`src/hw/hctr_consts.svh`:
```
`ifndef HCTR_CONSTS_SVH
`define HCTR_CONSTS_SVH

// Register offsets
`define HCTR_ADDR_CMD      16'h0057
`define HCTR_ADDR_DEB      16'h0058
`define HCTR_ADDR_FIX_HI   16'h0059
`define HCTR_ADDR_FIX_LO   16'h005a
`define HCTR_ADDR_MIN_STEP 16'h005b
`define HCTR_ADDR_REL_HI   16'h005c

// Reset values
`define HCTR_RST_CMD       8'h00
`define HCTR_RST_DEB       8'h05
`define HCTR_RST_FIX_HI    8'h03
`define HCTR_RST_FIX_LO    8'h20
`define HCTR_RST_MIN_STEP  8'h03
`define HCTR_RST_REL_HI    8'h00

// Command bit positions
`define HCTR_CMD_ACK       7
`define HCTR_CMD_FIFO      4
`define HCTR_CMD_RESET     3
`define HCTR_CMD_FV        2
`define HCTR_CMD_PST       1
`define HCTR_CMD_ADC       0
`define HCTR_CMD_RSVD_MASK 8'h60

// Debounce limit range
`define HCTR_DEB_ILLEGAL   8'hff
`define HCTR_DEB_TOP       8'hfe
`define HCTR_CNT_MAX       8'hff
`define HCTR_BYTE_ZERO     8'h00

`endif

```
`src/hw/hctr_pkg.sv`:
```
package hctr_pkg;

  typedef logic [7:0] hctr_byte_t;

  typedef enum {
    HCTR_SEQ_IDLE,
    HCTR_SEQ_RUN,
    HCTR_SEQ_WAIT
  } hctr_seq_e;

  typedef enum {
    HCTR_REG_NONE,
    HCTR_REG_CMD,
    HCTR_REG_DEB,
    HCTR_REG_FIX_HI,
    HCTR_REG_FIX_LO,
    HCTR_REG_MIN_STEP,
    HCTR_REG_REL_HI
  } hctr_reg_e;

endpackage : hctr_pkg

```
`src/hw/hctr_cmd_if.sv`:
```
`timescale 1ns/1ns
`default_nettype none

interface hctr_cmd_if;
  logic                cmdWrite;
  hctr_pkg::hctr_byte_t cmdWrData;
  logic                seqEnd;
  logic [2:0]          doneVec;
  hctr_pkg::hctr_byte_t cmdBits;
  logic                ackPulse;
  logic                fifoPulse;
  logic                regResetPulse;
  logic [2:0]          startVec;
  logic                busy;

  modport seq (
    input  cmdWrite, cmdWrData, seqEnd, doneVec,
    output cmdBits, ackPulse, fifoPulse, regResetPulse, startVec, busy
  );

  modport host (
    output cmdWrite, cmdWrData, seqEnd, doneVec,
    input  cmdBits, ackPulse, fifoPulse, regResetPulse, startVec, busy
  );
endinterface : hctr_cmd_if

`default_nettype wire

```
`src/hw/hctr_cmd_seq.sv`:
```
`timescale 1ns/1ns
`default_nettype none
`include "hctr_consts.svh"

module hctr_cmd_seq (
  // Clock and reset
  input  wire logic sys_clk,
  input  wire logic rstn,
  // Command channel
  hctr_cmd_if.seq   cmdBus
);

  hctr_pkg::hctr_seq_e  state_q, state_d;
  hctr_pkg::hctr_byte_t cmd_q, cmd_d;
  hctr_pkg::hctr_byte_t clrMask;
  logic [1:0]           waitIdx_q, waitIdx_d;
  logic                 ack_q, ack_d;
  logic                 fifo_q, fifo_d;
  logic                 regRst_q, regRst_d;
  logic [2:0]           start_q, start_d;

  always_comb begin
    state_d   = state_q;
    waitIdx_d = waitIdx_q;
    clrMask   = `HCTR_BYTE_ZERO;
    ack_d     = 1'b0;
    fifo_d    = 1'b0;
    regRst_d  = 1'b0;
    start_d   = 3'h0;
    case (state_q)
      hctr_pkg::HCTR_SEQ_IDLE: begin
        if (cmdBus.seqEnd && (|cmd_q)) begin
          state_d = hctr_pkg::HCTR_SEQ_RUN;
        end
      end
      hctr_pkg::HCTR_SEQ_RUN: begin
        // Register reset runs last since it wipes the remaining request bits
        if (cmd_q[`HCTR_CMD_ACK]) begin
          ack_d                 = 1'b1;
          clrMask[`HCTR_CMD_ACK] = 1'b1;
        end else if (cmd_q[`HCTR_CMD_FIFO]) begin
          fifo_d                  = 1'b1;
          clrMask[`HCTR_CMD_FIFO] = 1'b1;
        end else if (cmd_q[`HCTR_CMD_FV]) begin
          start_d[`HCTR_CMD_FV] = 1'b1;
          waitIdx_d             = 2'(`HCTR_CMD_FV);
          state_d               = hctr_pkg::HCTR_SEQ_WAIT;
        end else if (cmd_q[`HCTR_CMD_PST]) begin
          start_d[`HCTR_CMD_PST] = 1'b1;
          waitIdx_d              = 2'(`HCTR_CMD_PST);
          state_d                = hctr_pkg::HCTR_SEQ_WAIT;
        end else if (cmd_q[`HCTR_CMD_ADC]) begin
          start_d[`HCTR_CMD_ADC] = 1'b1;
          waitIdx_d              = 2'(`HCTR_CMD_ADC);
          state_d                = hctr_pkg::HCTR_SEQ_WAIT;
        end else if (cmd_q[`HCTR_CMD_RESET]) begin
          regRst_d                 = 1'b1;
          clrMask[`HCTR_CMD_RESET] = 1'b1;
        end else begin
          state_d = hctr_pkg::HCTR_SEQ_IDLE;
        end
      end
      hctr_pkg::HCTR_SEQ_WAIT: begin
        if (cmdBus.doneVec[waitIdx_q]) begin
          clrMask[waitIdx_q] = 1'b1;
          state_d            = hctr_pkg::HCTR_SEQ_RUN;
        end
      end
      default: state_d = hctr_pkg::HCTR_SEQ_IDLE;
    endcase
    // Register reset empties all requests; a host set in the same cycle still wins
    if (regRst_q) begin
      clrMask = `HCTR_CNT_MAX;
    end
    cmd_d = cmd_q & ~clrMask;
    if (cmdBus.cmdWrite) begin
      cmd_d = cmd_d | cmdBus.cmdWrData; // Writing zero has no effect
    end
    cmd_d = cmd_d & ~`HCTR_CMD_RSVD_MASK;
  end

  always_ff @(posedge sys_clk or negedge rstn) begin
    if (!rstn) begin
      state_q   <= hctr_pkg::HCTR_SEQ_IDLE;
      cmd_q     <= `HCTR_RST_CMD;
      waitIdx_q <= 2'h0;
      ack_q     <= 1'b0;
      fifo_q    <= 1'b0;
      regRst_q  <= 1'b0;
      start_q   <= 3'h0;
    end else begin
      state_q   <= state_d;
      cmd_q     <= cmd_d;
      waitIdx_q <= waitIdx_d;
      ack_q     <= ack_d;
      fifo_q    <= fifo_d;
      regRst_q  <= regRst_d;
      start_q   <= start_d;
    end
  end

  assign cmdBus.cmdBits       = cmd_q;
  assign cmdBus.ackPulse      = ack_q;
  assign cmdBus.fifoPulse     = fifo_q;
  assign cmdBus.regResetPulse = regRst_q;
  assign cmdBus.startVec      = start_q;
  assign cmdBus.busy          = (state_q != hctr_pkg::HCTR_SEQ_IDLE);

endmodule : hctr_cmd_seq

`default_nettype wire

```
`src/hw/hctr_regs.sv`:
```
`timescale 1ns/1ns
`default_nettype none
`include "hctr_consts.svh"

module hctr_regs #(
  parameter int ADDR_W   = 16,
  parameter int SAMPLE_W = 16
) (
  // Clock and reset
  input  wire logic                sys_clk,
  input  wire logic                rstn,
  // Register port from the SPI client
  input  wire logic                spiSeqActive,
  input  wire logic                regWrite,
  input  wire logic                regRead,
  input  wire logic [ADDR_W-1:0]   regAddr,
  input  wire logic [7:0]          regWrData,
  output logic      [7:0]          regRdData,
  output logic                     regRdValid,
  // Command actions
  output logic                     flagAckPulse,
  output logic                     fifoEmptyPulse,
  output logic                     firmwareCheckStart,
  output logic                     cellSelftestStart,
  output logic                     converterSelftestStart,
  input  wire logic                firmwareCheckDone,
  input  wire logic                cellSelftestDone,
  input  wire logic                converterSelftestDone,
  output logic                     cmdBusy,
  // Pressure detection
  input  wire logic                sampleValid,
  input  wire logic [SAMPLE_W-1:0] pressureSample,
  input  wire logic                fixedCheckEnable,
  input  wire logic                relativeCheckEnable,
  input  wire logic [7:0]          relativeLimitLow,
  output logic                     fixedLimitFlag,
  output logic                     relativeLimitFlag,
  output logic                     pressureRising
);

  function automatic hctr_pkg::hctr_reg_e decodeSel(input logic [ADDR_W-1:0] a);
    hctr_pkg::hctr_reg_e s;
    s = hctr_pkg::HCTR_REG_NONE;
    if (a == ADDR_W'(`HCTR_ADDR_CMD)) begin
      s = hctr_pkg::HCTR_REG_CMD;
    end else if (a == ADDR_W'(`HCTR_ADDR_DEB)) begin
      s = hctr_pkg::HCTR_REG_DEB;
    end else if (a == ADDR_W'(`HCTR_ADDR_FIX_HI)) begin
      s = hctr_pkg::HCTR_REG_FIX_HI;
    end else if (a == ADDR_W'(`HCTR_ADDR_FIX_LO)) begin
      s = hctr_pkg::HCTR_REG_FIX_LO;
    end else if (a == ADDR_W'(`HCTR_ADDR_MIN_STEP)) begin
      s = hctr_pkg::HCTR_REG_MIN_STEP;
    end else if (a == ADDR_W'(`HCTR_ADDR_REL_HI)) begin
      s = hctr_pkg::HCTR_REG_REL_HI;
    end
    return s;
  endfunction : decodeSel

  hctr_cmd_if cmdBus ();

  hctr_cmd_seq u_seq (
    .sys_clk (sys_clk),
    .rstn    (rstn),
    .cmdBus  (cmdBus.seq)
  );

  hctr_pkg::hctr_reg_e  wrSel;
  hctr_pkg::hctr_reg_e  rdSel;
  logic                 spiPrev_q;
  logic                 seqEnd;
  logic                 cmdBusy_q;

  // Sequence end is the falling edge of the transfer-active level
  assign seqEnd = spiPrev_q & ~spiSeqActive;
  assign wrSel  = regWrite ? decodeSel(regAddr) : hctr_pkg::HCTR_REG_NONE;
  assign rdSel  = decodeSel(regAddr);

  assign cmdBus.cmdWrite  = (wrSel == hctr_pkg::HCTR_REG_CMD);
  assign cmdBus.cmdWrData = regWrData;
  assign cmdBus.seqEnd    = seqEnd;
  assign cmdBus.doneVec   = {firmwareCheckDone, cellSelftestDone, converterSelftestDone};

  assign flagAckPulse           = cmdBus.ackPulse;
  assign fifoEmptyPulse         = cmdBus.fifoPulse;
  assign firmwareCheckStart     = cmdBus.startVec[`HCTR_CMD_FV];
  assign cellSelftestStart      = cmdBus.startVec[`HCTR_CMD_PST];
  assign converterSelftestStart = cmdBus.startVec[`HCTR_CMD_ADC];
  assign cmdBusy                = cmdBusy_q;

  // Threshold registers
  hctr_pkg::hctr_byte_t deb_q, deb_d;
  hctr_pkg::hctr_byte_t fixHi_q, fixHi_d;
  hctr_pkg::hctr_byte_t fixLo_q, fixLo_d;
  hctr_pkg::hctr_byte_t minStep_q, minStep_d;
  hctr_pkg::hctr_byte_t relHi_q, relHi_d;

  always_comb begin
    deb_d     = deb_q;
    fixHi_d   = fixHi_q;
    fixLo_d   = fixLo_q;
    minStep_d = minStep_q;
    relHi_d   = relHi_q;
    if (cmdBus.regResetPulse) begin
      deb_d     = `HCTR_RST_DEB;
      fixHi_d   = `HCTR_RST_FIX_HI;
      fixLo_d   = `HCTR_RST_FIX_LO;
      minStep_d = `HCTR_RST_MIN_STEP;
      relHi_d   = `HCTR_RST_REL_HI;
    end else if (wrSel == hctr_pkg::HCTR_REG_DEB) begin
      deb_d = regWrData;
    end else if (wrSel == hctr_pkg::HCTR_REG_FIX_HI) begin
      fixHi_d = regWrData;
    end else if (wrSel == hctr_pkg::HCTR_REG_FIX_LO) begin
      fixLo_d = regWrData;
    end else if (wrSel == hctr_pkg::HCTR_REG_MIN_STEP) begin
      minStep_d = regWrData;
    end else if (wrSel == hctr_pkg::HCTR_REG_REL_HI) begin
      relHi_d = regWrData;
    end
    // Out-of-range value stays visible until the sequence closes
    if (seqEnd && (deb_d == `HCTR_DEB_ILLEGAL)) begin
      deb_d = `HCTR_DEB_TOP;
    end
  end

  // Read path
  hctr_pkg::hctr_byte_t rdData_d, rdData_q;
  logic                 rdValid_q;

  always_comb begin
    rdData_d = `HCTR_BYTE_ZERO;
    if (rdSel == hctr_pkg::HCTR_REG_CMD) begin
      rdData_d = cmdBus.cmdBits;
    end else if (rdSel == hctr_pkg::HCTR_REG_DEB) begin
      rdData_d = deb_q;
    end else if (rdSel == hctr_pkg::HCTR_REG_FIX_HI) begin
      rdData_d = fixHi_q;
    end else if (rdSel == hctr_pkg::HCTR_REG_FIX_LO) begin
      rdData_d = fixLo_q;
    end else if (rdSel == hctr_pkg::HCTR_REG_MIN_STEP) begin
      rdData_d = minStep_q;
    end else if (rdSel == hctr_pkg::HCTR_REG_REL_HI) begin
      rdData_d = relHi_q;
    end
    if (!regRead) begin
      rdData_d = rdData_q;
    end
  end

  assign regRdData  = rdData_q;
  assign regRdValid = rdValid_q;

  // Detection state
  logic [SAMPLE_W-1:0]  prev_q, prev_d;
  logic [SAMPLE_W-1:0]  base_q, base_d;
  logic                 havePrev_q, havePrev_d;
  logic                 rising_q, rising_d;
  hctr_pkg::hctr_byte_t fixCnt_q, fixCnt_d;
  hctr_pkg::hctr_byte_t relCnt_q, relCnt_d;
  logic                 fixFlag_q, fixFlag_d;
  logic                 relFlag_q, relFlag_d;
  logic [15:0]          fixedPressureLimit;
  logic [15:0]          relativeRiseLimit;
  logic [SAMPLE_W:0]    stepNeed;
  logic [SAMPLE_W-1:0]  rise;
  logic                 riseNow;

  assign fixedPressureLimit = {fixHi_q, fixLo_q};
  assign relativeRiseLimit  = {relHi_q, relativeLimitLow};
  assign stepNeed = {1'b0, prev_q} + (SAMPLE_W + 1)'(minStep_q);
  assign riseNow  = havePrev_q && ({1'b0, pressureSample} >= stepNeed);
  assign rise     = pressureSample - base_q;

  always_comb begin
    prev_d     = prev_q;
    base_d     = base_q;
    havePrev_d = havePrev_q;
    rising_d   = rising_q;
    fixCnt_d   = fixCnt_q;
    relCnt_d   = relCnt_q;
    fixFlag_d  = fixFlag_q;
    relFlag_d  = relFlag_q;
    if (cmdBus.ackPulse) begin
      fixFlag_d = 1'b0;
      relFlag_d = 1'b0;
    end
    if (sampleValid) begin
      prev_d     = pressureSample;
      havePrev_d = 1'b1;
      rising_d   = riseNow;
      if (fixedCheckEnable && (32'(pressureSample) > 32'(fixedPressureLimit))) begin
        if (fixCnt_q != `HCTR_CNT_MAX) begin
          fixCnt_d = fixCnt_q + 8'h01;
        end
        if (fixCnt_d >= deb_q) begin
          fixFlag_d = 1'b1;
        end
      end else begin
        fixCnt_d = `HCTR_BYTE_ZERO;
      end
      // Baseline follows the pressure until a rise begins
      if (!riseNow) begin
        base_d   = pressureSample;
        relCnt_d = `HCTR_BYTE_ZERO;
      end else if (relativeCheckEnable && (32'(rise) > 32'(relativeRiseLimit))) begin
        if (relCnt_q != `HCTR_CNT_MAX) begin
          relCnt_d = relCnt_q + 8'h01;
        end
        if (relCnt_d >= deb_q) begin
          relFlag_d = 1'b1;
        end
      end else begin
        relCnt_d = `HCTR_BYTE_ZERO;
      end
    end
  end

  assign fixedLimitFlag    = fixFlag_q;
  assign relativeLimitFlag = relFlag_q;
  assign pressureRising    = rising_q;

  always_ff @(posedge sys_clk or negedge rstn) begin
    if (!rstn) begin
      spiPrev_q  <= 1'b0;
      cmdBusy_q  <= 1'b0;
      deb_q      <= `HCTR_RST_DEB;
      fixHi_q    <= `HCTR_RST_FIX_HI;
      fixLo_q    <= `HCTR_RST_FIX_LO;
      minStep_q  <= `HCTR_RST_MIN_STEP;
      relHi_q    <= `HCTR_RST_REL_HI;
      rdData_q   <= `HCTR_BYTE_ZERO;
      rdValid_q  <= 1'b0;
      prev_q     <= '0;
      base_q     <= '0;
      havePrev_q <= 1'b0;
      rising_q   <= 1'b0;
      fixCnt_q   <= `HCTR_BYTE_ZERO;
      relCnt_q   <= `HCTR_BYTE_ZERO;
      fixFlag_q  <= 1'b0;
      relFlag_q  <= 1'b0;
    end else begin
      spiPrev_q  <= spiSeqActive;
      cmdBusy_q  <= cmdBus.busy;
      deb_q      <= deb_d;
      fixHi_q    <= fixHi_d;
      fixLo_q    <= fixLo_d;
      minStep_q  <= minStep_d;
      relHi_q    <= relHi_d;
      rdData_q   <= rdData_d;
      rdValid_q  <= regRead;
      prev_q     <= prev_d;
      base_q     <= base_d;
      havePrev_q <= havePrev_d;
      rising_q   <= rising_d;
      fixCnt_q   <= fixCnt_d;
      relCnt_q   <= relCnt_d;
      fixFlag_q  <= fixFlag_d;
      relFlag_q  <= relFlag_d;
    end
  end

endmodule : hctr_regs

`default_nettype wire

```
`config.mk`:
```
export PLATFORM = sky130hd
export DESIGN_NAME = hctr_regs
export DESIGN_NICKNAME = d
export VERILOG_FILES = /design/src/hw/hctr_pkg.sv /design/src/hw/hctr_cmd_if.sv /design/src/hw/hctr_cmd_seq.sv /design/src/hw/hctr_regs.sv
export VERILOG_INCLUDE_DIRS = /design/src /design/src/hw
export SDC_FILE = /design/constraint.sdc
export NUM_CORES = 1
export LEC_CHECK = 0
export BUFFER_PORTS_ARGS = -buffer_cell sky130_fd_sc_hd__buf_2
export CORE_ASPECT_RATIO = 0.6
export CORE_MARGIN = 2
export CORE_UTILIZATION = 55
export DETAILED_ROUTE_END_ITERATION = 8
export GPL_ROUTABILITY_DRIVEN = 1
export GPL_TIMING_DRIVEN = 0
export PLACE_DENSITY = 0.78
export SETUP_SLACK_MARGIN = 0.2
export SLEW_MARGIN = 15
export SYNTH_ARGS = -nofsm -noshare
export SYNTH_HDL_FRONTEND = slang
export SYNTH_HIERARCHICAL = 1
export SYNTH_SLANG_ARGS = --single-unit
```
`constraint.sdc`:
```
create_clock -name sys_clk -period 3.7 [get_ports sys_clk]
set_clock_uncertainty 0.1 [all_clocks]
set_input_delay 0.74 -clock sys_clk [delete_from_list [all_inputs] [get_ports sys_clk]]
set_output_delay 0.74 -clock sys_clk [all_outputs]
set_load 0.01 [all_outputs]
```
# Word level (Yosys, flattened, before mapping)
# Cells that the tools add are included.
classes:
  addsub: 4
  order_cmp: 8
  eq_ne: 32
  muxes: 96
  bitwise: 8
  n_reduce_logical: 21
ops:
  columns: ["op", "n"]
  rows:
  - ["32-bit 2-to-1 mux", 10]
  - ["8-bit 2-to-1 mux", 39]
  - ["32-bit by 4-bit equality test with 1-bit output (second input constant)", 6]
  - ["32-bit by 3-bit equality test with 1-bit output (second input constant)", 4]
  - ["16-bit by 7-bit equality test with 1-bit output (second input constant)", 6]
  - ["32-bit by 2-bit equality test with 1-bit output (second input constant)", 3]
  - ["32-bit case mux with 3 select lines", 1]
  - ["32-bit by 1-bit equality test with 1-bit output (second input constant)", 1]
  - ["16-bit greater-than comparator", 2]
  - ["32-bit logical NOT", 1]
  - ["32-bit nonzero test", 1]
  - ["1-bit 2-to-1 mux", 27]
  - ["3-bit 2-to-1 mux", 9]
  - ["16-bit by 8-bit adder with 17-bit output", 1]
  - ["16-bit by 17-bit greater-or-equal comparator with 1-bit output", 1]
  - ["8-bit by 1-bit adder with 8-bit output (second input constant)", 2]
  - ["8-bit greater-or-equal comparator", 2]
  - ["8-bit != test (second input constant)", 2]
  - ["16-bit subtractor", 1]
  - ["2-bit by 1-bit != test with 1-bit output (second input constant)", 6]
  - ["2-bit 2-to-1 mux", 5]
  - ["5-bit AND reduction", 2]
  - ["8-bit bitwise AND", 1]
  - ["8-bit equality test (second input constant)", 1]
  - ["other kinds (21)", 35]
totals:
  ff_bits: 149
  in_bits: 59
  output_inout_bits: 18
  word_cells: 193

# Longest topological paths before layout
# Gate-level depths: netlist (run 1).
depth:
  ltp_word: 15
  mapped_depth: 19
  ltp_nobuf: 18

# Cells and area by module
# The synthesis (run 1) kept the hierarchy.
by_module_without_submodules:
  columns: ["module", "n_inst", "cells_per_inst", "area_per_inst_um2", "seq_area_each_um2"]
  rows:
  - ["hctr_regs", 1, 822, 7532.2, 2586.2]
  - ["hctr_cmd_seq", 1, 68, 787.0, 400.4]

# Worst setup path after synthesis (run 1)
# Ideal clock, no wire load.
synth_timing:
  path_kind: "input -> register"
  from: "input pressureSample[0]"
  to: "register relCnt_q[0]"
  setup_ns: 0.126
  arrival_time_ns: 4.307
  t_required_ns: 3.474
  slack_ns: -0.833
  stages: 17
  n_path_buf: 1
  path_cell_list: "inv_1 -> ha_1 -> fa_1 -> nor2b_1 -> o21ai_0 -> a21boi_0 -> o21ai_0 -> a21oi_1 -> mux2_2 -> o2111ai_1 -> ha_1 -> nand4_1 -> or2_2 -> o41a_1 -> and3_1 -> buf_2 -> a311o_1"
synth_between:
  elab_chain_cells: 5
  word_cells_on_any_way: 7
  cone_classes: "add/sub: 1; order compare: 2; mux: 2; reduce/logical: 2"
synth_lines:
  columns: ["element", "line", "source"]
  rows:
  - ["from (decl)", "hctr_regs.sv:32", "input wire logic [SAMPLE_W-1:0] pressureSample,"]
  - ["16-bit subtractor", "hctr_regs.sv:173", "assign rise = pressureSample - base_q;"]
  - ["16-bit greater-than comparator", "hctr_regs.sv:206", "end else if (relativeCheckEnable && (32'(rise) > 32'(relativeRiseLimit))) begin"]
  - ["1-bit logical AND", "hctr_regs.sv:206", null]
  - ["8-bit 2-to-1 mux", "hctr_regs.sv:206", null]
  - ["8-bit 2-to-1 mux (*)", "hctr_regs.sv:203", "if (!riseNow) begin"]
  - ["to (signal assigned)", "hctr_regs.sv:239", "relCnt_q <= `HCTR_BYTE_ZERO;"]
  - ["to (signal assigned)", "hctr_regs.sv:257", "relCnt_q <= relCnt_d;"]
  - ["to (decl)", "hctr_regs.sv:160", "hctr_pkg::hctr_byte_t relCnt_q, relCnt_d;"]
# Mark *: on every way between the ends. The rest lies on a longest branch, timed or not.
# A chain may end at the register's enable or synchronous reset.

# Final worst setup path (run 1)
layout_timing:
  from: "register prev_q[0]"
  to: "register base_q[12]"
layout_between:
  elab_chain_cells: 5
layout_lines:
  columns: ["element", "line", "source"]
  rows:
  - ["from (decl)", "hctr_regs.sv:155", "logic [SAMPLE_W-1:0] prev_q, prev_d;"]
  - ["from (signal assigned)", "hctr_regs.sv:252", "prev_q <= prev_d;"]
  - ["16-bit by 8-bit adder with 17-bit output", "hctr_regs.sv:171", "assign stepNeed = {1'b0, prev_q} + (SAMPLE_W + 1)'(minStep_q);"]
  - ["16-bit by 17-bit greater-or-equal comparator with 1-bit output", "hctr_regs.sv:172", "assign riseNow = havePrev_q && ({1'b0, pressureSample} >= stepNeed);"]
  - ["1-bit logical AND", "hctr_regs.sv:172", null]
  - ["1-bit NOT (no source line)", null, null]
  - ["2-bit AND reduction (no source line)", null, null]
  - ["to (signal assigned)", "hctr_regs.sv:253", "base_q <= base_d;"]
  - ["to (decl)", "hctr_regs.sv:156", "logic [SAMPLE_W-1:0] base_q, base_d;"]
# Every way passes these cells.

==> results.md, run 1 <==
- The clock transition at the registers of the reported paths is 0.06 ns.
- After routing, the total negative slack on setup checks comes to -15.04 ns.
- The critical path startpoint category is a register.
- The arrival time of the worst setup path is 4.54 ns.
- The total count of hold-check failures in the final report is 0.
- The synthesis-to-finish area growth is 17.90%.
- The number of global-route vias before repair was slightly below 7,000.
- The deepest clock path buffer count is 2.
- The total cell area at the placement stage is around 0.0091 mm2.
- Ranked by total cell area, the synthesized netlist is headed by dfrtp_1 34%, ha_1 14%, a21oi_1 4.5%.
- From left edge to right edge, the die measures about 160 um.
- The maximum level of the CTS H-tree is 4.
- The share of synthesized area in the top cell type comes to around a third.
- The most used flip-flop cell after synthesis is dfrtp_1.
- The largest registers in the layout are base_q: 16 flops, prev_q: 16 flops.
- The congestion estimate from routability-driven global placement came to between 0.9 and 1.
- The run finished, with violations left.
- The count of buffer and inverter cells on the critical path is 2.
- The number of antenna violations at the first check in global routing came to 0.
- The average cell area after synthesis is around 9.3 um2.
- The number of I/O pins is between 70 and 80.
- The all-layer global routing usage is about 29%.
- The HPWL after detailed placement is about 16,000 um.
- The library cell used most frequently in the layout, excluding fill and tap cells, is dfrtp_1.
- Of the available clock period, the critical path in the final layout requires 116.9%.
- The floorplan step defined a core boundary enclosing between 0.01 and 0.015 mm2.
- The number of buffers created by CTS is 17.
- The post-route worst setup slack is -0.6260 ns.
- The final critical-path required period is 4.326 ns.
- The worst setup path is captured at a register.
- The number of antenna cells inserted is 0.
- The total global routing overflow is 0.
- The first global-routing pass estimated approximately 36,000 um of wire.
- For this design, the CTS-stage hold fixing added 0 buffers.
- Dividing the detail-routed wire length by the instance count gives about 19 um.
- Of all flip-flops after synthesis, the portion carrying an async set or reset was 100.0%.
- The number of DRC markers in iteration 0 is about 730.
- The length of the first detailed-routing pass in iterations is 6.
- During placement, the flow inserted port buffers numbering 75.
- The number of design rule violations left after detail routing is 0.
- After synthesis the cells add up to 0.008319 mm2.
- The total number of clock tree sinks is around 120.
- The critical path goes through ha_4 -> fa_2 -> a211oi_2 -> nor2_1 -> o31a_1 -> o21a_1 -> o21ai_2 -> nor2_1 -> xnor2_1 -> ha_1 -> and4_1 -> nand4_1 -> nor4_4 -> a211oi_2 -> a311oi_4 -> nor2b_1 -> buf_6 -> buf_12 -> mux2_4.
- Detailed routing inserted a total of between 7,000 and 8,000 vias.
- The mean number of vias per cell is between 5 and 6.
- The number of nets in the layout is between 1,000 and 1,500.
- Leaving out fill and tap cells, the most frequent cells in the layout are 112 x dfrtp_1, 91 x ha_1, 84 x inv_1, 77 x buf_2, 71 x a21oi_1.
- The Yosys warning count is 6.
- Static timing analysis puts the maximum clock frequency at ~0.23 GHz.
- The flip-flop and latch count after synthesis is ~120.
- The slew at the pin closest to its max-slew limit is around 1.0 ns.
- The library cell occupying the most area in the post-synthesis netlist is dfrtp_1.
- The critical path required time is between 3 and 4 ns.
- In this run the vertical extent of the chip is around 99 um.
- Max-cap violations in this run came to 0.
- Along the worst path, the maximum fanout reaches 10.
- The setup path with the least slack is of type register to register.
- Entering global routing, the biggest net connects 84 pins.
- The die covers 0.01616 mm2.
- Setup repair after global routing could not meet its margin everywhere.
- The relative slew slack is between 30% and 40%.
- The type of the most critical hold path is primary input to async pin.
- The root buffer cell is clkbuf_16.
- The residual antenna-violating net count after detailed routing is 0.
- The post-synthesis instance total is slightly below 900.
- The cell family with the largest share of critical-path delay is compound AO/OA/AOI/OAI gates.
- The peak per-stage delay on the critical path is roughly 0.40 ns.
- After floorplanning, the core was divided into 34 placement rows.
- The count of pins over their slew limit is 0.
- Across the VDD grid, the largest voltage drop is about 0.26 mV.
- The later-pin clock latency in the skew report is 0.43 ns.
- The analysis attributes to cell leakage a power of about 4.7 nW.
- For this design the ratio of total power to cell area is 449.2 mW/mm2.
- Setup violations remaining at the end of the flow were counted as 26.
- The number of enable-type register cells in the synthesized netlist is 0.
- The fraction of final layout cells with drive strength greater than 1 is about a fifth.
- The starting utilization of the core area is 56.85%.
- The routed wire length is around 23,000 um.
- The CTS tree is built.
- The final reports fail on setup timing.
- The distinct cell type count after synthesis is 76.
- For this design, the slowest cell found on the critical path is dfrtp_1.
- The cell area after layout is between 0.009 and 0.01 mm2.
- Sequential cells were found to cover 35.90% of the synthesized design area.
## stage by stage
step | setup slack [ns] | hold WS [ns] | cells | total power [mW] | utilization [%]
3_3_place_gp | -0.9979 | 0.3691 | 1164 | 2.641 | 61.62
3_5_place_dp | -1.074 | 0.3684 | 1165 | 2.686 | 61.85
6_report | -0.6260 | 0.1100 | 1210 | 4.405 | 67.02
4_1_cts | -0.6437 | 0.1198 | 1206 | 4.381 | 66.71
2_1_floorplan | -0.2795 | 0.3396 | 891 | 2.349 | -
5_1_grt | -0.8173 | 0.1316 | 1210 | 4.643 | 67.02
## synthesized netlist by cell type, types with 5 or more instances
cell	number
dfrtp_1	112
ha_1	93
nor2_1	65
nand3b_1	5
dfstp_2	7
a31oi_1	5
or2_2	5
nand2b_1	9
nand3_1	43
nand4_1	9
nor3_1	6
xnor2_1	18
mux2_4	9
o21ai_0	40
a21o_1	12
a31o_2	7
mux2_2	23
and3_1	9
nor4_1	5
a22oi_1	14
o22ai_1	5
a21oi_1	74
mux2i_1	29
inv_1	85
a32o_1	6
clkbuf_1	19
o21a_1	11
xor2_1	12
nor2b_1	18
nand2_1	52
nor4b_1	5
## final timing paths
check                               start              to  slack (ns)  depth (start not counted)
min in group sys_clk         spiSeqActive       spiPrev_q        0.33                          1
hold / removal                       rstn    regRdData[2]        0.11                          1
max in group asynchronous            rstn        deb_q[2]        2.64                          2
hold reg to reg            fixedLimitFlag  fixedLimitFlag        0.39                          1
setup / recovery                prev_q[0]      base_q[12]       -0.63                         19
setup reg to reg                prev_q[0]      base_q[12]       -0.63                         19
## area by class of cell
| cell class | count | area [um2] |
|---|---|---|
| clock buffer | 19 | 442.9 |
| multi-input combinational | 657 | 4984 |
| inverter | 85 | 331.6 |
| sequential | 119 | 2987 |
| timing repair buffer | 89 | 506.7 |
| clock inverter | 13 | 146.4 |
| buffer | 30 | 162.7 |
| tap | 198 | 247.7 |
| fill | 1148 | 4826 |
## what timing repair did
action / in CTS / in global routing
setup endpoints to repair: 26 / 26
gates cloned: 0 / 0
resized for setup: 7 / 3
buffers inserted: 9 / 4
pin swaps: 5 / 4
## where the power goes
| group | internal [mW] | total [mW] | switching [mW] |
|---|---|---|---|
| clock network | 1.01 | 1.67 | 0.660 |
| logic | 0.578 | 1.27 | 0.692 |
| registers | 1.40 | 1.46 | 0.0653 |
## routing by layer
layer / vias up / share of wire [%] / global-route usage (%) / wire length (um)
met5: - / 0 / 0 / 0
met4: 0 / 1.9 / 8.645 / 422
met3: 41 / 9.1 / 8.048 / 2048
met2: 318 / 41 / 40.45 / 9320
met1: 3425 / 48 / 43.14 / 10730
li1: 3407 / - / - / -
## cells by family (layout without fill, tap and decap cells)
| group | after synthesis | in the layout | synth area share [%] |
|---|---|---|---|
| other | 1 | 2 | 0.04508 |
| buffers and inverters | 115 | 236 | 5.715 |
| xor gates and xnor gates | 30 | 30 | 3.158 |
| AOI/OAI and AO/OA | 211 | 211 | 16.35 |
| adders and majority gates | 95 | 95 | 14.47 |
| muxes | 61 | 61 | 8.227 |
| and+or+nand+nor | 258 | 258 | 16.14 |
| DFF | 119 | 119 | 35.90 |
## worst register-to-register path, delay by kind of cell, from the launching register on
family                   cells  cell delay, ns
buffers and inverters        2            0.28
flip-flops                   1            0.40
AO/OA/AOI/OAI                6            1.24
multiplexers                 1            0.30
AND/OR/NAND/NOR              6            0.92
XOR/XNOR                     1            0.13
adder cells (fa/ha/maj)      3            0.82
No activity file was read; power rests on OpenSTA's default activity.
==> run 2: changes to the inputs <==
--- a/config.mk
+++ b/config.mk
@@ -7,13 +7,15 @@
 export NUM_CORES = 1
 export LEC_CHECK = 0
 export BUFFER_PORTS_ARGS = -buffer_cell sky130_fd_sc_hd__buf_2
+export CELL_PAD_IN_SITES_DETAIL_PLACEMENT = 0
+export CELL_PAD_IN_SITES_GLOBAL_PLACEMENT = 1
 export CORE_ASPECT_RATIO = 0.6
 export CORE_MARGIN = 2
-export CORE_UTILIZATION = 55
+export CORE_UTILIZATION = 42
 export DETAILED_ROUTE_END_ITERATION = 8
 export GPL_ROUTABILITY_DRIVEN = 1
 export GPL_TIMING_DRIVEN = 0
-export PLACE_DENSITY = 0.78
+export PLACE_DENSITY_LB_ADDON = 0.1
 export SETUP_SLACK_MARGIN = 0.2
 export SLEW_MARGIN = 15
 export SYNTH_ARGS = -nofsm -noshare
==> run 2 against run 1 <==
  * The run still ends with setup timing left
  * Sequential share of layout area down 0.29 points
  * Utilization down 16 points
  * Critical path type unchanged
  * Via count down 4.5%
  * Highest routed layer unchanged
  * Register-to-register slack worse by 0.06 ns
  * Cell count up 5.1%
  * Critical endpoint is now base_q[7]
  * Non-clock buffer count down 6
  * Hold slack better by 0.071 ns
  * Largest power group unchanged
  * Setup slack worse by 0.059 ns
  * Total power up 2.2%
  * First-iteration DRC count down 35%
  * Sequential power about the same
==> results.md, run 2 (synthesized netlist as in run 1, its figures left out) <==
- The flow ran to the end, but the final reports show violations.
- The final reports fail on setup timing.
- The vias after detailed routing was 6,865 (-4.5%).
- The total leakage power is 4.670 nW (-0.25%).
- The final-layout fill cell count is 1,882 (+64%).
- The hold buffer count at CTS came to 0 (unchanged).
- The start of the worst register-to-register path is prev_q[0].
- The routed wire length came to 23,350 um (+3.6%).
- In this run the worst setup path begins at prev_q[0].
- The fraction of final layout cells with drive strength greater than 1 is 20.28% (-0.28 points).
- The count of standard-cell rows is 39 (+15%).
- The total number of clock tree sinks is 119 (unchanged).
- The final critical-path required period is 4.385 ns (+0.05904 ns).
- The total count of hold-check failures in the final report is 0 (unchanged).
- The arrival time of the worst setup path is 4.59 ns (+0.05 ns).
- The number of buffers created by CTS is 17 (unchanged).
- The endpoint type of the worst setup path is a register.
- The deepest clock path buffer count was 2 (unchanged).
- The post-layout utilization of the core is 51.50% (-16 points).
- The top cell types in the final layout, fill and taps aside, are 112 x dfrtp_1, 91 x ha_1, 84 x inv_1, 77 x buf_2, 72 x a21oi_1.
- The area inside the core boundary is 0.01923 mm2 (+31%).
- Setup repair after global routing could not meet its margin everywhere.
- The root buffer cell is clkbuf_16.
- The maximum number of pins on one net before global-route repair is 64 (-24%).
- The endpoint of the worst-slack reg-to-reg timing path is base_q[7].
- The all-layer global routing usage is 23.68% (-5.2 points).
- The number of maximum-capacitance constraint violations was 0 (unchanged).
- The full die area is 0.02099 mm2 (+30%).
- The post-route worst setup slack is -0.6850 ns (-0.05903 ns).
- The slew at the pin closest to its max-slew limit is 0.8307 ns (-0.1916 ns).
- The number of global-route vias before repair is 6,683 (-3.6%).
- The count of pins over their slew limit is 0 (unchanged).
- The CTS tree is built.
- The total global routing overflow was 0 (unchanged).
- The length of the first detailed-routing pass in iterations is 5 (-1).
- The cell count of the worst reg-to-reg path is 19 (unchanged).
- The starting utilization of the core area came to 43.27% (-14 points).
- The number of nets in the layout is 1,147 (-0.52%).
- The critical path startpoint category is a register.
- The footprint of the multi-input gates is 0.004991 mm2 (+0.15%).
- The number of DRC markers in iteration 0 came to 471 (-35%).
- The clock transition at the registers of the reported paths came to 0.06 ns (about the same).
- The type of the most critical hold path is primary input to async pin.
- The y dimension of the die is 113.0 um (+14%).
- The total of buffers placed on input and output ports was 75 (unchanged).
- The final total power was 4.504 mW (+2.2%).
- The largest fanout of any net on the critical path is 10 (unchanged).
- The portion of the clock cycle consumed by the worst path in the final layout was 118.5% (+1.6 points).
- The first-pass GRT wire length came to 37,460 um (+3.7%).
- The number of antenna violations at the first check in global routing is 0 (unchanged).
- The die extent in x is 185.7 um (+14%).
- The relative slew slack is 44.20% (+13 points).
- The worst IR drop on VDD was 0.3413 mV (+32%).
- The placer's final routability congestion estimate is 0.8582 (-10%).
- The later-pin clock latency in the skew report came to 0.44 ns (about the same).
- The critical path endpoint is base_q[7].
- The critical path required time is 3.91 ns (about the same).
- The area of all sequential standard cells is 0.002987 mm2 (unchanged).
- The number of I/O pins is 77 (unchanged).
- The setup violation total in the final timing report is 26 (unchanged).
- The flop-to-flop setup slack came to -0.68 ns (-0.06 ns).
- The largest registers in the layout are base_q: 16 flops, prev_q: 16 flops.
- The per-cell routed wire length is 18.35 um (-1.4%).
- The leading cell type in the layout, fill and taps excluded is dfrtp_1.
- The power per standard cell area is 454.9 mW/mm2 (+1.3%).
- The synthesis-to-finish area growth is 19.03%.
- The number of antenna cells inserted was 0 (unchanged).
- The HPWL after detailed placement was 17,920 um (+9.8%).
- The maximum clock rate is 0.2281 GHz (-1.3%).
- The mean number of vias per cell is 5.397 (-9.2%).
- The critical path is of the register to register type.
- The maximum level of the CTS H-tree is 4 (unchanged).
- The number of design rule violations left after detail routing came to 0 (unchanged).
- The final hold slack was 0.1806 ns (+0.07060 ns).
- The worst setup slack after placement is -1.124 ns (-0.04917 ns).
- The residual antenna-violating net count after detailed routing is 0 (unchanged).
==> run 2: worst min path at each step <==
stage	end	slack [ns]	cells after the start
2_1_floorplan	base_q[0]	0.34	0
3_3_place_gp	havePrev_q	0.35	1
3_5_place_dp	havePrev_q	0.37	1
4_1_cts	deb_q[3]	0.20	1
5_1_grt	u_seq/state_q[1]	0.24	1
6_report	u_seq/state_q[0]	0.18	1
==> run 2: area by class of cell <==
class	count	area share (%)
Multi-Input combinational cell	657	50.40
Sequential cell	119	30.16
Timing Repair Buffer	83	4.789
Clock buffer	20	4.511
Tap cell	266	3.361
Inverter	85	3.348
Clock inverter	12	1.782
Buffer	30	1.643
==> run 2: timing repair <==
item / CTS / global route
setup endpoints to repair: 26 / 27
setup buffers: 6 / 1
resized for setup: 10 / 3
pin swaps: 1 / 2
==> run 2: power by group <==
part / internal (mW) / switching (mW)
Combinational: 0.577 / 0.683
Clock: 1.14 / 0.643
Sequential: 1.40 / 0.0634
==> run 2: stage by stage <==
stage,setup TNS (ns),area (um2),instances
finish,-16.37,9902,1272
global route,-20.76,9902,1272
CTS,-14.73,9874,1271
detailed placement,-26.18,9136,1233
global placement,-26.19,9102,1232
floorplan,-3.653,8394,891
==> run 2: layer usage <==
layer / up-vias / share of wire [%] / track usage [%]
li1: 3391 / - / -
met1: 3275 / 54 / 38.22
met2: 185 / 38 / 30.71
met3: 14 / 7.4 / 6.115
met4: 0 / 0.83 / 5.302
met5: - / 0 / 0
==> run 2: worst max-delay path: stages (launching register included) <==
cell and delay (ns):
dfrtp_1 0.40, ha_4 0.17, fa_2 0.35, a211oi_2 0.23, nor2_2 0.09, o31a_1 0.29, o21a_1 0.21, o21ai_2 0.17
nor2_1 0.07, xnor2_1 0.13, ha_1 0.28, and4_1 0.16, nand4_1 0.19, nor4_2 0.31, a211oi_2 0.14, a311oi_4 0.30
nor2b_1 0.10, buf_6 0.14, buf_12 0.14, mux2_4 0.29
==> run 3: changes to the inputs <==
--- a/config.mk
+++ b/config.mk
@@ -6,12 +6,13 @@
 export SDC_FILE = /design/constraint.sdc
 export NUM_CORES = 1
 export LEC_CHECK = 0
+export ABC_AREA = 1
 export BUFFER_PORTS_ARGS = -buffer_cell sky130_fd_sc_hd__buf_2
 export CELL_PAD_IN_SITES_DETAIL_PLACEMENT = 0
 export CELL_PAD_IN_SITES_GLOBAL_PLACEMENT = 1
 export CORE_ASPECT_RATIO = 0.6
 export CORE_MARGIN = 2
-export CORE_UTILIZATION = 42
+export CORE_UTILIZATION = 45
 export DETAILED_ROUTE_END_ITERATION = 8
 export GPL_ROUTABILITY_DRIVEN = 1
 export GPL_TIMING_DRIVEN = 0
@@ -20,5 +21,4 @@
 export SLEW_MARGIN = 15
 export SYNTH_ARGS = -nofsm -noshare
 export SYNTH_HDL_FRONTEND = slang
-export SYNTH_HIERARCHICAL = 1
 export SYNTH_SLANG_ARGS = --single-unit
==> constraint.sdc (replaced) <==
create_clock -name sys_clk -period 4.67 [get_ports sys_clk]
set_clock_uncertainty 0.1 [all_clocks]
set_input_delay 0.934 -clock sys_clk [delete_from_list [all_inputs] [get_ports sys_clk]]
set_output_delay 0.934 -clock sys_clk [all_outputs]
set_load 0.01 [all_outputs]
==> run 3 against run 2 <==
  * The run now ends clean
  * Synthesized cell count is 23% higher
  * Total power is 28% lower
  * Cell count up 13%
  * Clock-buffer cell count did not move
  * Area after synthesis up 1.4%
  * Sequential power down 21%
  * First-iteration DRC count rose by 28%
  * Global-route usage increased by 1.5 points
  * Via count increased by 8.3%
  * Critical path depth grew 2
  * Wire length up 3.3%
  * Sequential share of layout area rose by 0.67 points
==> results.md, run 3 <==
- The library cell occupying the most area in the post-synthesis netlist is dfrtp_1.
- The power per standard cell area was 336.4 mW/mm2 (-26%).
- The clock group share of total power was 37.2% (-2.5 points).
- The final-layout fill cell count is 1,817 (-3.5%).
- The vias after detailed routing is 7,436 (+8.3%).
- The starting utilization of the core area is 46.31% (+3.0 points).
- The maximum number of pins on one net before global-route repair is 68 (+6.3%).
- The total cell area at the placement stage came to 0.009143 mm2 (about the same).
- The internal power consumption is 2.149 mW (-31%).
- The count of pins over their slew limit is 0 (unchanged).
- The maximum level of the CTS H-tree is 4 (unchanged).
- The average cell area after synthesis was 7.730 um2 (-17%).
- The all-layer global routing usage was 25.22% (+1.5 points).
- The length of the first detailed-routing pass in iterations is 5 (unchanged).
- The deepest clock path buffer count is 2 (unchanged).
- TritonCTS built the clock tree.
- The placer's final routability congestion estimate is 0.8856 (+3.2%).
- The slew at the pin closest to its max-slew limit is 0.6390 ns (-0.1917 ns).
- The type of the worst setup path is register to register.
- The number of I/O pins is 77 (unchanged).
- The maximum clock rate is 0.2509 GHz (+10%).
- The number of DRC markers in iteration 0 is 603 (+28%).
- The worst IR drop on VDD is 0.2472 mV (-28%).
- In this run the clock root is driven by a clkbuf_16.
- The y dimension of the die is 110.0 um (-2.6%).
- The worst setup path is captured at a register.
- The cell area after layout came to 0.009686 mm2 (-2.2%).
- The first-pass GRT wire length is 38,170 um (+1.9%).
- Ranked by total cell area, the synthesized netlist is headed by dfrtp_1 33%, ha_1 14%, nand2_1 12%.
- The flip-flop and latch count after synthesis came to 119 (unchanged).
- The later-pin clock latency in the skew report was 0.42 ns (-0.02 ns).
- The number of buffers created by CTS was 17 (unchanged).
- The HPWL after detailed placement is 18,840 um (+5.1%).
- Setup repair after global routing left no endpoint under its margin.
- The leading cell type in the layout, fill and taps excluded is nand2_1.
- The cell total after placement was 1,407 (+14%).
- The run finished with clean final reports.
- The power spent charging and discharging nets is 1.109 mW (-20%).
- The critical path required time is 4.88 ns (+0.97 ns).
- The largest registers in the layout are base_q: 16 flops, prev_q: 16 flops.
- The total leakage power is 5.024 nW (+7.6%).
- The share of power burned in registers is 35.2% (+2.8 points).
- The total number of clock tree sinks is 119 (unchanged).
- The total count of hold-check failures in the final report is 0 (unchanged).
- The synthesized cell area was 0.008433 mm2 (+1.4%).
- The switching portion of total power is 34.05% (+3.2 points).
- The Yosys warning count came to 0 (-6).
- The critical path startpoint category is a register.
- The per-cell routed wire length came to 16.76 um (-8.7%).
- The number of global-route vias before repair is 6,782 (+1.5%).
- Traced cell by cell, the critical path runs through ha_1 -> fa_1 -> nand3_1 -> nand2_2 -> nand2_1 -> nand2_2 -> nand2_1 -> nor4_1 -> nand3_1 -> xor2_1 -> ha_1 -> a21oi_1 -> nand3b_1 -> nand3_1 -> nor2_1 -> nand3_2 -> nand2_4 -> nand2_4 -> buf_6 -> nand2_1 -> nand2_1.
- The largest fanout of any net on the critical path was 10 (unchanged).
- The number of enable-type register cells in the synthesized netlist came to 0 (unchanged).
- The most frequent cell on the critical path is nand2_1.
- The proportion of netlist area held by the largest area contributor came to 33.23% (-0.45 points).
- The combinational share of power is 27.6% (-0.4 points).
- The fraction of synthesis flops using an asynchronous set or reset pin is 100.0% (unchanged).
- The number of antenna violations at the first check in global routing is 0 (unchanged).
- The total global routing overflow is 0 (unchanged).
- Yosys instantiated no cell more often than nand2_1.
- The portion of the clock cycle consumed by the worst path in the final layout is 85.33% (-33 points).
- The final total power is 3.258 mW (-28%).
- The residual antenna-violating net count after detailed routing is 0 (unchanged).
- The top cell types in the final layout, fill and taps aside, are 280 x nand2_1, 136 x inv_1, 112 x dfrtp_1, 93 x ha_1, 79 x buf_2.
- The number of maximum-capacitance constraint violations came to 0 (unchanged).
- The final non-filler cell total is 1,439 (+13%).
- The die extent in x is 180.7 um (-2.7%).
- The count of standard-cell rows was 38 (-2.6%).
- The clock transition at the registers of the reported paths came to 0.06 ns (about the same).
- The number of antenna cells inserted is 0 (unchanged).
- The number of design rule violations left after detail routing is 0 (unchanged).
- In this run the worst hold path is classified as primary input to async pin.
- The full die area is 0.01989 mm2 (-5.2%).
- The setup violation total in the final timing report is 0 (-100%).
- The post-synthesis instance total is 1,091 (+23%).
- The flop-to-flop setup slack was 0.68 ns (+1.37 ns).
- The relative slew slack is 57.40% (+13 points).
- The peak per-stage delay on the critical path is 0.59 ns (+0.19 ns).
- The sequential fraction of the synthesis area is 35.42% (-0.48 points).
- For this run, the leading register cell type out of synthesis is dfrtp_1.
- The arrival time of the worst setup path is 4.20 ns (-0.39 ns).
- The number of nets in the layout is 1,341 (+17%).
- The area inside the core boundary is 0.01821 mm2 (-5.3%).
- The routed wire length is 24,120 um (+3.3%).
- The final critical-path required period is 3.985 ns (-0.3999 ns).
- The synthesis-to-finish area growth is 14.85%.
- The net count after synthesis is around 1,200.
- The mean number of vias per cell is 5.167 (-4.3%).
- The total of buffers placed on input and output ports was 75 (unchanged).
- The fraction of final layout cells with drive strength greater than 1 is 13.51% (-6.8 points).
- The commonest cells after synthesis are 280 x nand2_1, 136 x inv_1, 112 x dfrtp_1.
- The slowest stage of the critical path belongs to the cell dfstp_2.
- The distinct cell type count after synthesis is 47 (-38%).
==> run 3: changes by cell type after synthesis, sizes merged, moves of 14 or more <==
cell and delta:
a22oi -14, inv +53, mux2 -32, mux2i -29, nand2 +240, nand3 +29
nand4 +25, nor2b -18, o21ai +57, xor2 +19
==> run 3: path summary, 6_finish.rpt <==
path	start	to	cells past startpoint
worst max-delay path	minStep_q[0]	base_q[5]	21
worst min-delay path	rstn	base_q[7]	1
worst max register to register	minStep_q[0]	base_q[5]	21
worst min register to register	base_q[13]	base_q[13]	2
max in group asynchronous	rstn	minStep_q[0]	2
min in group sys_clk	base_q[13]	base_q[13]	2
==> run 3: layout make-up <==
cell class              instances  area [um2]  area share [%]
clock buffers                  20       456.7           4.715
well taps                     240       300.3           3.100
repair buffers                 77       416.7           4.302
plain buffers                  20       118.9           1.227
flip-flops and latches        119        2987           30.84
multi-input cells             811        4793           49.49
clock inverters                11       78.83          0.8138
inverters                     141       534.3           5.516
==> run 3: per-layer routing <==
layer	part of all wire [%]	wire length [um]	vias to the layer above	track usage, %
li1	-	-	3833	-
met5	0	0	-	0
met2	36	8754	205	32.35
met4	0.43	103	0	4.839
met1	55	13320	3389	40.97
met3	8.1	1951	9	6.702
==> run 3: critical path, delay by kind of cell (launching register included) <==
family,cells,cell delay [ns]
flip-flops,1,0.59
buffers and inverters,1,0.17
adder cells (fa/ha/maj),3,0.83
AO/OA/AOI/OAI,1,0.15
AND/OR/NAND/NOR,15,1.88
XOR/XNOR,1,0.17
==> run 3: metrics by stage <==
step	util, %	TNS, ns	setup slack (ns)	hold WS [ns]
4_1_cts	53.15	0	0.2240	0.3726
3_3_place_gp	50.02	-1.262	-0.1721	0.3549
2_1_floorplan	-	0	0.9893	0.3419
3_5_place_dp	50.21	-1.485	-0.2065	0.3597
6_report	53.19	0	0.6849	0.3461
5_1_grt	53.19	0	0.3897	0.3831
==> run 3: timing repair <==
action	CTS	global route
resized for setup	0	2
setup buffers	0	1
endpoints found under the setup margin	0	9
hold buffers	0	0
==> run 3: cell families (layout without fill, tap and decap cells) <==
logic type / after synthesis / count (layout) / synth area share, %
XOR/XNOR: 37 / 37 / 3.843
adder cells (fa/ha/maj): 95 / 95 / 14.27
flip-flops: 119 / 119 / 35.42
buffers and inverters: 161 / 269 / 7.745
AND/OR/NAND/NOR: 489 / 489 / 26.02
AO/OA/AOI/OAI: 190 / 190 / 12.70
==> run 3: power groups by stage <==
stage	combinational, mW	sequential [mW]	clock, mW
finish	0.899	1.15	1.21
floorplan	0.611	1.16	0
global placement	0.868	1.16	0
detailed placement	0.880	1.16	0
CTS	0.888	1.15	1.23
global route	1.04	1.15	1.27
